**src/rst_seq_pkg.sv**
```systemverilog
// Constants and carrier types for the reset sequencer.
// Assumes a single reference clock domain; counts are in reference cycles.
package rst_seq_pkg;
  localparam int unsigned QUAL_CYCLES = 4;
  localparam int unsigned HARD_HOLD_CYCLES = 26810;
  localparam int unsigned SOFT_HOLD_CYCLES = 32;
  localparam int unsigned HR_SR_DELAY_CYCLES = 4;
  localparam int unsigned FETCH_DELAY_CYCLES = 4;
  localparam int unsigned SOFT_MIN_CYCLES = 1;
  localparam int CNT_W = 16;
  localparam int QCNT_W = 3;
  localparam logic [CNT_W-1:0] CNT_RESET = 16'h0000;
  localparam logic [QCNT_W-1:0] QCNT_RESET = 3'h0;
  localparam logic [7:0] CONFIG_RESET = 8'h00;

  typedef struct packed {
    logic power_on_reset_n;
    logic hard_reset_n;
    logic soft_reset_n;
  } reset_pins_t;

  typedef struct packed {
    logic hard_oe;
    logic soft_oe;
    logic core_fetch_enable;
  } reset_drive_t;
endpackage : rst_seq_pkg

```
**src/reset_qualifier.sv**
```systemverilog
// Synchroniser and low-pulse qualifier for one active-low reset input.
// Assumes the input is asynchronous to the reference clock.
module reset_qualifier
  import rst_seq_pkg::*;
(
  // Clock and reset
  input wire logic clk,
  input wire logic rst_n,
  // Pin and result
  input wire logic pin_n,
  output logic qualified
);
  logic sync1_reg;
  logic sync2_reg;
  logic [QCNT_W-1:0] cnt_reg;
  logic [QCNT_W-1:0] cnt_next;
  logic qualified_next;
  localparam logic [QCNT_W-1:0] QUAL_LAST = QCNT_W'(QUAL_CYCLES);

  // Count consecutive low samples, saturate at the qualification count
  assign cnt_next = sync2_reg ? QCNT_RESET : (cnt_reg == QUAL_LAST) ? cnt_reg : cnt_reg + 3'h1;
  assign qualified_next = !sync2_reg && (cnt_next == QUAL_LAST);

  always_ff @(posedge clk or negedge rst_n) begin
    if (!rst_n) begin
      sync1_reg <= 1'b1;
      sync2_reg <= 1'b1;
      cnt_reg <= QCNT_RESET;
      qualified <= 1'b0;
    end else begin
      sync1_reg <= pin_n;
      sync2_reg <= sync1_reg;
      cnt_reg <= cnt_next;
      qualified <= qualified_next;
    end
  end
endmodule // reset_qualifier

```
**src/reset_sequence_timing.sv**
```systemverilog
// Reset sequencer: qualifies reset pins, drives hard/soft reset, releases core fetch.
// Assumes one reference clock and open-drain reset pins resolved by the surroundings.
// Overview of operation
// - Hard reset output held asserted 26810 cycles after a qualified reset.
// - Soft reset output held at least 32 cycles counted from soft reset assertion in a hard reset sequence.
// - Core first fetch comes four cycles after soft reset release.
// - Soft reset falls one cycle after hard reset falls.
// - Qualified external soft reset keeps soft reset asserted at least one cycle.
module reset_sequence_timing
  import rst_seq_pkg::*;
(
  // Clock and reset
  input wire logic CORE_CLK,
  input wire logic RESETN,
  // Reset pins, open drain
  input wire logic POWER_ON_RESET_N,
  input wire logic HARD_RESET_N_IN,
  output logic HARD_RESET_N_OUT,
  output logic HARD_RESET_N_OE,
  input wire logic SOFT_RESET_N_IN,
  output logic SOFT_RESET_N_OUT,
  output logic SOFT_RESET_N_OE,
  // Reset configuration
  input wire logic [7:0] RESET_CONFIG_IN,
  output logic [7:0] RESET_CONFIG,
  // Core side
  output logic CORE_FETCH_EN,
  output logic CORE_IN_RESET
);
  typedef enum logic [2:0] {ST_IDLE, ST_HARD_ONLY, ST_HARD_SOFT, ST_SOFT_ONLY, ST_FETCH_WAIT, ST_RUN} state_t;

  localparam logic [CNT_W-1:0] HARD_LAST = CNT_W'(HARD_HOLD_CYCLES - 1);
  localparam logic [CNT_W-1:0] HR_SR_LAST = CNT_W'(HR_SR_DELAY_CYCLES - 1);
  localparam logic [CNT_W-1:0] SOFT_LAST = CNT_W'(SOFT_HOLD_CYCLES - 1);
  localparam logic [CNT_W-1:0] SOFT_MIN_LAST = CNT_W'(SOFT_MIN_CYCLES - 1);
  localparam logic [CNT_W-1:0] FETCH_LAST = CNT_W'(FETCH_DELAY_CYCLES - 1);

  reset_pins_t pins;
  reset_drive_t drive_next;
  state_t state_reg;
  state_t state_next;
  logic [CNT_W-1:0] hard_cnt_reg;
  logic [CNT_W-1:0] hard_cnt_next;
  logic [CNT_W-1:0] soft_cnt_reg;
  logic [CNT_W-1:0] soft_cnt_next;
  logic [CNT_W-1:0] soft_last_reg;
  logic [CNT_W-1:0] soft_last_next;
  logic por_q;
  logic hard_q;
  logic soft_q;
  logic por_q_d_reg;
  logic cfg_s1_reg;
  logic [7:0] cfg_sync1_reg;
  logic [7:0] cfg_sync2_reg;
  logic [7:0] cfg_reg;
  logic [7:0] cfg_next;
  logic hard_req;
  logic soft_req;
  logic hard_done;
  logic soft_done;
  logic fetch_done;
  logic [2:0] hard_seen_reg;
  logic [2:0] soft_seen_reg;
  logic hard_masked;
  logic soft_masked;

  assign pins = '{power_on_reset_n: POWER_ON_RESET_N, hard_reset_n: HARD_RESET_N_IN, soft_reset_n: SOFT_RESET_N_IN};

  reset_qualifier u_por_qual (.clk(CORE_CLK), .rst_n(RESETN), .pin_n(pins.power_on_reset_n), .qualified(por_q));
  reset_qualifier u_hard_qual (.clk(CORE_CLK), .rst_n(RESETN), .pin_n(pins.hard_reset_n),
    .qualified(hard_q));
  reset_qualifier u_soft_qual (.clk(CORE_CLK), .rst_n(RESETN), .pin_n(pins.soft_reset_n),
    .qualified(soft_q));

  // Own drive reads back on the wire and lingers three cycles in the synchroniser
  assign hard_masked = HARD_RESET_N_OE | (|hard_seen_reg);
  assign soft_masked = SOFT_RESET_N_OE | (|soft_seen_reg);

  assign hard_req = por_q | (hard_q & !hard_masked);
  assign soft_req = soft_q && !soft_masked &&
    (state_reg == ST_RUN || state_reg == ST_FETCH_WAIT || state_reg == ST_IDLE);

  assign hard_done = (hard_cnt_reg == HARD_LAST);
  assign soft_done = (soft_cnt_reg == soft_last_reg);
  assign fetch_done = (soft_cnt_reg == FETCH_LAST);

  always_comb begin
    state_next = state_reg;
    hard_cnt_next = hard_cnt_reg;
    soft_cnt_next = soft_cnt_reg;
    soft_last_next = soft_last_reg;
    if (hard_req) begin
      state_next = ST_HARD_ONLY;
      hard_cnt_next = CNT_RESET;
      soft_cnt_next = CNT_RESET;
    end else begin
      case (state_reg)
        ST_IDLE: begin
          state_next = ST_HARD_ONLY;
          hard_cnt_next = CNT_RESET;
          soft_cnt_next = CNT_RESET;
        end
        ST_HARD_ONLY: begin
          hard_cnt_next = hard_cnt_reg + 16'h0001;
          soft_cnt_next = soft_cnt_reg + 16'h0001;
          if (soft_cnt_reg == HR_SR_LAST) begin
            state_next = ST_HARD_SOFT;
            soft_cnt_next = CNT_RESET;
            soft_last_next = SOFT_LAST;
          end
        end
        ST_HARD_SOFT: begin
          hard_cnt_next = hard_done ? hard_cnt_reg : hard_cnt_reg + 16'h0001;
          soft_cnt_next = soft_done ? soft_cnt_reg : soft_cnt_reg + 16'h0001;
          if (hard_done) begin
            state_next = ST_SOFT_ONLY;
          end
        end
        ST_SOFT_ONLY: begin
          soft_cnt_next = soft_cnt_reg + 16'h0001;
          if (soft_done) begin
            state_next = ST_FETCH_WAIT;
            soft_cnt_next = CNT_RESET;
          end
        end
        ST_FETCH_WAIT: begin
          soft_cnt_next = soft_cnt_reg + 16'h0001;
          if (fetch_done) begin
            state_next = ST_RUN;
          end
        end
        ST_RUN: begin
          state_next = ST_RUN;
        end
        default: begin
          state_next = ST_IDLE;
        end
      endcase
      if (soft_req) begin
        state_next = ST_SOFT_ONLY;
        soft_cnt_next = CNT_RESET;
        soft_last_next = SOFT_MIN_LAST;
      end
    end
  end

  assign drive_next.hard_oe = (state_next == ST_HARD_ONLY) || (state_next == ST_HARD_SOFT);
  assign drive_next.soft_oe = (state_next == ST_HARD_SOFT) || (state_next == ST_SOFT_ONLY);
  assign drive_next.core_fetch_enable = (state_next == ST_RUN);

  // Capture configuration on the release edge of a qualified power-on reset
  assign cfg_next = (por_q_d_reg && !por_q) ? cfg_sync2_reg : cfg_reg;

  always_ff @(posedge CORE_CLK or negedge RESETN) begin
    if (!RESETN) begin
      state_reg <= ST_IDLE;
      hard_cnt_reg <= CNT_RESET;
      soft_cnt_reg <= CNT_RESET;
      soft_last_reg <= CNT_RESET;
      por_q_d_reg <= 1'b0;
      hard_seen_reg <= 3'h0;
      soft_seen_reg <= 3'h0;
      cfg_s1_reg <= 1'b0;
      cfg_sync1_reg <= CONFIG_RESET;
      cfg_sync2_reg <= CONFIG_RESET;
      cfg_reg <= CONFIG_RESET;
      HARD_RESET_N_OE <= 1'b1;
      SOFT_RESET_N_OE <= 1'b0;
      CORE_FETCH_EN <= 1'b0;
      CORE_IN_RESET <= 1'b1;
    end else begin
      state_reg <= state_next;
      hard_cnt_reg <= hard_cnt_next;
      soft_cnt_reg <= soft_cnt_next;
      soft_last_reg <= soft_last_next;
      por_q_d_reg <= por_q;
      hard_seen_reg <= {hard_seen_reg[1:0], HARD_RESET_N_OE};
      soft_seen_reg <= {soft_seen_reg[1:0], SOFT_RESET_N_OE};
      cfg_s1_reg <= 1'b1;
      cfg_sync1_reg <= RESET_CONFIG_IN;
      cfg_sync2_reg <= cfg_sync1_reg;
      cfg_reg <= cfg_next;
      HARD_RESET_N_OE <= drive_next.hard_oe;
      SOFT_RESET_N_OE <= drive_next.soft_oe;
      CORE_FETCH_EN <= drive_next.core_fetch_enable;
      CORE_IN_RESET <= !drive_next.core_fetch_enable;
    end
  end

  // Open-drain pins only ever drive low
  always_ff @(posedge CORE_CLK or negedge RESETN) begin
    if (!RESETN) begin
      HARD_RESET_N_OUT <= 1'b0;
      SOFT_RESET_N_OUT <= 1'b0;
      RESET_CONFIG <= CONFIG_RESET;
    end else begin
      HARD_RESET_N_OUT <= 1'b0;
      SOFT_RESET_N_OUT <= 1'b0;
      RESET_CONFIG <= cfg_s1_reg ? cfg_next : CONFIG_RESET;
    end
  end
endmodule // reset_sequence_timing

```
**config.mk**
```make
export PLATFORM = sky130hd
export DESIGN_NAME = reset_sequence_timing
export DESIGN_NICKNAME = d
export VERILOG_FILES = /design/src/rst_seq_pkg.sv /design/src/reset_qualifier.sv /design/src/reset_sequence_timing.sv
export SDC_FILE = /design/constraint.sdc
export NUM_CORES = 1
export LEC_CHECK = 0
export ABC_AREA = 1
export BUFFER_PORTS_ARGS = -buffer_cell sky130_fd_sc_hd__buf_2
export CAP_MARGIN = 5
export CORE_ASPECT_RATIO = 0.6
export CORE_MARGIN = 2
export CORE_UTILIZATION = 40
export DETAILED_ROUTE_END_ITERATION = 8
export GPL_TIMING_DRIVEN = 0
export REMOVE_ABC_BUFFERS = 1
export SLEW_MARGIN = 5
export SYNTH_ARGS = -nofsm -noshare
export SYNTH_HDL_FRONTEND = slang
export SYNTH_SLANG_ARGS = --single-unit
export TNS_END_PERCENT = 100
```
**constraint.sdc**
```tcl
create_clock -name CORE_CLK -period 1.67 [get_ports CORE_CLK]
set_clock_uncertainty 0.1 [all_clocks]
set_input_delay 0.501 -clock CORE_CLK [delete_from_list [all_inputs] [get_ports CORE_CLK]]
set_output_delay 0.501 -clock CORE_CLK [all_outputs]
set_load 0.02 [all_outputs]
```
Word-level counts from Yosys, hierarchy flattened
Index checks and enable logic that the tools add are counted.
{"block": "totals", "ff_bits": 113, "latch_bits": 0, "ram_bits": 0, "mem_bits_ro": 0, "inputBits": 13, "wordCells": 112, "mem_count": 0}
{"block": "classes", "add_sub_neg": 5, "n_mul": 0, "div_mod_pow": 0, "order_cmp": 0, "eq_ne": 20, "shifts": 0, "n_mux": 27, "bitwise": 5, "reduce_logical": 27}
{"operator": "16-bit 2-to-1 mux", "count": 10}
{"operator": "16-bit one-hot mux with 5 select lines", "count": 1}
{"operator": "16-bit one-hot mux with 3 select lines", "count": 1}
{"operator": "3-bit 2-to-1 mux", "count": 12}
{"operator": "16-bit by 1-bit adder with 16-bit output (second input constant)", "count": 2}
{"operator": "3-bit equality test (second input constant)", "count": 9}
{"operator": "3-bit one-hot mux with 6 select lines", "count": 1}
{"operator": "16-bit by 15-bit equality test with 1-bit output (second input constant)", "count": 1}
{"operator": "16-bit equality test", "count": 1}
{"operator": "16-bit by 2-bit equality test with 1-bit output (second input constant)", "count": 1}
{"operator": "8-bit 2-to-1 mux", "count": 2}
{"operator": "3-bit by 2-bit equality test with 1-bit output (second input constant)", "count": 4}
{"operator": "3-bit by 1-bit adder with 3-bit output (second input constant)", "count": 3}
{"operator": "1-bit zero test", "count": 7}
{"operator": "7-bit nonzero test", "count": 1}
{"operator": "3-bit by 1-bit equality test with 1-bit output (second input constant)", "count": 2}
{"operator": "1-bit logical AND", "count": 6}
{"operator": "3-bit OR reduction", "count": 2}
{"operator": "1-bit logical OR", "count": 4}
{"operator": "4-bit inequality test (second input constant)", "count": 1}
{"operator": "2-bit AND reduction", "count": 2}
{"operator": "2-bit nonzero test", "count": 2}
{"operator": "4-bit nonzero test", "count": 1}
{"operator": "3-bit zero test", "count": 1}
{"operator": "other kinds (5)", "count": 7}

Depth between registers and ports, before layout
{"block": "logic_depth", "depth_word": 9, "mapped_depth": 12}

By module
A second synthesis with hierarchy kept.
{"block": "hier_totals", "hier_cells": 591, "area_unflattened_um2": 4884.7}
{"mod": "reset_sequence_timing", "n_inst": 1, "cells_per_inst": 510, "area_each_um2": 4111.4, "seq_area_each_um2": 2004.4}
{"mod": "reset_qualifier", "n_inst": 3, "cells_per_inst": 27, "area_each_um2": 257.7, "seq_area_each_um2": 152.6}

Worst setup path after synthesis
No wires, ideal clock.
{"block": "synth_path", "path_kind": "register -> register", "from": "register HARD_RESET_N_OE", "to": "register soft_cnt_reg[4]", "setup_time_ns": 0.065, "arrival_time_ns": 1.490, "slack_ns": 0.015, "stages_incl_launch_ff": 12, "path_buffers": 1, "synth_period_minus_slack_ns": 1.655, "cell_sequence": "dfstp_2 > nor2_1 > nand3_1 > nand2_1 > inv_2 > nand2_2 > inv_2 > nand2_4 > clkinv_2 > buf_6 > nand2_1 > nand2_1"}
{"block": "synth_via", "elab_chain_cells": 6, "elab_cells_between_ends": 8, "cone_classes": "1 x eq/ne; 1 x mux; 3 x bitwise; 3 x reduce/logical"}
{"item": "start, declared", "line": "reset_sequence_timing.sv:19", "source": "output logic HARD_RESET_N_OE,"}
{"item": "start signal, assigned", "line": "reset_sequence_timing.sv:183", "source": "HARD_RESET_N_OE <= drive_next.hard_oe;"}
{"item": "1-bit bitwise OR (*)", "line": "reset_sequence_timing.sv:76", "source": "assign hard_masked = HARD_RESET_N_OE | (|hard_seen_reg);"}
{"item": "1-bit zero test (*)", "line": "reset_sequence_timing.sv:79", "source": "assign hard_req = por_q | (hard_q & !hard_masked);"}
{"item": "1-bit AND (*)", "line": "reset_sequence_timing.sv:79"}
{"item": "1-bit bitwise OR (*)", "line": "reset_sequence_timing.sv:79"}
{"item": "4-bit inequality test (no line) or 7-bit nonzero test (tied branches)"}
{"item": "2-bit AND reduction (no line)"}
{"item": "end signal, assigned", "line": "reset_sequence_timing.sv:174", "source": "soft_cnt_reg <= soft_cnt_next;"}
{"item": "end, declared", "line": "reset_sequence_timing.sv:44", "source": "logic [CNT_W-1:0] soft_cnt_reg;"}
Every way passes the cells marked *; elsewhere a longest branch is shown, timed or not.
A chain may end at the register's enable or synchronous reset.

==> flow_metrics.tcl <==
set metrics [dict create \
    synth-main-ff-cell "dfrtp_1" \
    cts_sinks 98 \
    drtIter0Drc 407 \
    antennaDiodeCount 0 \
    finalPower_uw 8740 \
    vdd_ir_drop_max_mv 0.8388 \
    slew_violations 0 \
    vias 3863 \
    die_h_um 87.92 \
    startpoint_type "flop" \
    synth-xor-area-share_pct 2.985 \
    seq_area_frac_synth_pct 52.45 \
    r2r_start "state_reg[0]" \
    wl_per_cell_um 13.94 \
    synthArstFlopShare_pct 100.0 \
    power_density_mw_per_mm2 1447 \
    cts_root_buf "clkbuf_16" \
    antenna_left 0 \
    nFillCells 999 \
    synth_simple_gate_area_share_pct 28.28 \
    io_buffers 24 \
    hold_path.class "input pin to asynchronous set/reset pin" \
    antenna_found_initial 0 \
    rows 30 \
    fin_ws_ps -82.39 \
    ios 27 \
    maxCapViolCount 0 \
    place.gp.congestion 0.8606 \
    firstDrtPassIters 6 \
    max_freq_mhz 570.6 \
    grt_first_pass_wirelength_um 17690 \
    fin_crit_sh_pct 104.9 \
    synth_area_leader_cell "dfrtp_1" \
    synth_top_family_by_area "simple AND/OR/NAND/NOR gates" \
    grt_util_all_layers_pct 17.94 \
    clk_pin_slew_worst_paths_ps 70 \
    failed_checks "hold timing, setup timing" \
    nets 642 \
    grt_max_degree 71 \
    end_kind "flop" \
    grt_pass1_vias 3650 \
    status "finished with violations" \
    synthToLayoutAreaGrowth_pct 28.68 \
    ctsHoldBuffers 0 \
    whs_ps -6.790 \
    ys_ff_latch 98 \
    start_util_pct 41.28 \
    drive_gt1_share_pct 32.48 \
    wl_um 10940 \
    crit_required_ps 1810 \
    arrival_ps 1890 \
    core_area_sq_mm 0.01137 \
    synth-compound-area-share_pct 6.317 \
    synthTopCellsByArea "dfrtp_1, nand2_1, nor2_1" \
    startpoint "state_reg[0]" \
    syn_area_sq_mm 0.004695 \
    ys_warn_count 0 \
    worstPathMaxFanout 3 \
    syn_inst 557 \
    fp.dieW_um 143.9 \
    synth_mux_area_share_pct 0 \
    timing.rr.end "CORE_FETCH_EN" \
    tritoncts "built" \
    htreeDepth 3 \
    clk_path_buf_depth 2 \
    postSynthAreaPerCell_sq_um 8.428 \
    vias_per_cell 4.921 \
    rsz0062_at_grt "true" \
    setup_violations 14 \
    fin_crit_ps 1752 \
    synth_fa_ha_area_share_pct 2.399 \
    overflow 0 \
    synth_edf_count 0 \
    worstSetupPathType "flop to flop" \
    dp_hpwl_um 6856 \
    die-area_sq_mm 0.01265 \
    reg2reg_depth 10 \
    cts_buffers 9 \
    hold_violations 3 \
    ys_types 40 \
    r2r_slack_ps -80 \
    drc 0 \
    yosysTopAreaCellShare_pct 47.97 \
    power_leakage_uw 0.002869 \
    clkLatencyLatePin_ps 340 \
    crit_path_end "CORE_FETCH_EN" \
]
==> power by group <==
| group | switching (uW) | internal [uW] | total [uW] | leakage (uW) |
|---|---|---|---|---|
| logic | 2100 | 1300 | 3400 | 0.00150 |
| registers | 316 | 2870 | 3180 | 0.00122 |
| clock network | 931 | 1220 | 2150 | 0.000151 |
| total | 3350 | 5390 | 8740 | 0.00287 |
==> timing repair <==
item	CTS	global route
setup buffers	12	20
pin swaps	9	35
cloned	1	1
setup endpoints to repair	37	40
resized for setup	46	94
==> cell families after synthesis <==
logic type / count (synthesis)
AOI/OAI and AO/OA: 50
and+or+nand+nor: 296
adders and majority gates: 9
DFF: 98
xor gates and xnor gates: 16
other: 2
buffers and inverters: 86
==> how the worst min path moves through the flow <==
| stage | startpoint | end |
|---|---|---|
| after global routing | RESETN | u_por_qual.cnt_reg[1] |
| final | RESETN | u_por_qual.cnt_reg[1] |
| after global placement | cfg_sync1_reg[2] | cfg_sync2_reg[2] |
| after CTS | RESETN | u_por_qual.cnt_reg[1] |
| after detailed placement | cfg_sync1_reg[5] | cfg_sync2_reg[5] |
| after floorplan | RESETN | CORE_FETCH_EN |
==> through the flow <==
stage / setup WS [ps] / setup TNS, ps / area, sq um / std cells / utilization [%]
3_5_place_dp: -424.6 / -11530 / 4995 / 735 / 43.92
6_report: -82.39 / -454.6 / 6041 / 785 / 53.11
4_1_cts: -28.34 / -76.22 / 5585 / 764 / 49.11
2_1_floorplan: -65.20 / -595.6 / 4644 / 550 / -
3_3_place_gp: -1010 / -104800 / 4965 / 734 / 43.65
5_1_grt: -153.4 / -2612 / 6041 / 785 / 53.11
==> cell type report <==
type                       instances  area, sq um  share of cell area, %
clock buffer                      10        239.0                  3.956
clock inverter                     6        71.32                  1.181
inverter                          78        337.8                  5.592
multi-input combinational        375         2292                  37.95
sequential                        98         2480                  41.05
tap                              160        200.2                  3.314
timing repair buffer              57        411.6                  6.814
timing repair inverter             1        8.758                 0.1450
==> metal layers <==
metal  vias to the layer above  wire length [um]  GRT usage, %
li1                       1893                 -             -
met3                        15               587         3.773
met5                         -                 0             0
met4                         0               114         6.239
met2                       113              4884         26.49
met1                      1842              5354         26.30
==> placed cells by master (no fill, tap or decap), drive strengths merged, types with 8 or more instances in the layout <==
cell,netlist,final
xor2,13,13
a31oi,8,8
a21oi,12,12
dfrtp,90,90
o21ai,17,17
nand3,43,43
buf,5,57
ha,9,9
clkbuf,3,10
nand4,16,16
dfstp,8,8
nor2,78,78
nand2,147,148
inv,75,80
==> critical path: stages (launching register included) <==
cell and delay [ps]:
dfrtp_1 420, inv_2 140, nor2_4 60, buf_4 130, buf_4 130, nor2_1 90
nand2_1 70, nand2_1 110, nand4_1 210, nand3_2 150, inv_2 30
==> synth_stat cells, types with 5 or more instances <==
| master | instances |
|---|---|
| nor2_1 | 73 |
| inv_1 | 63 |
| a21oi_1 | 10 |
| nand4_1 | 15 |
| nor3_1 | 5 |
| nand2_1 | 133 |
| o21ai_0 | 14 |
| a31oi_1 | 8 |
| nand3_1 | 41 |
| ha_1 | 9 |
| inv_2 | 12 |
| xor2_1 | 13 |
| nand2_2 | 11 |
| dfrtp_1 | 90 |
| dfstp_2 | 8 |
Note: power is estimated with default switching activity, not from simulation.
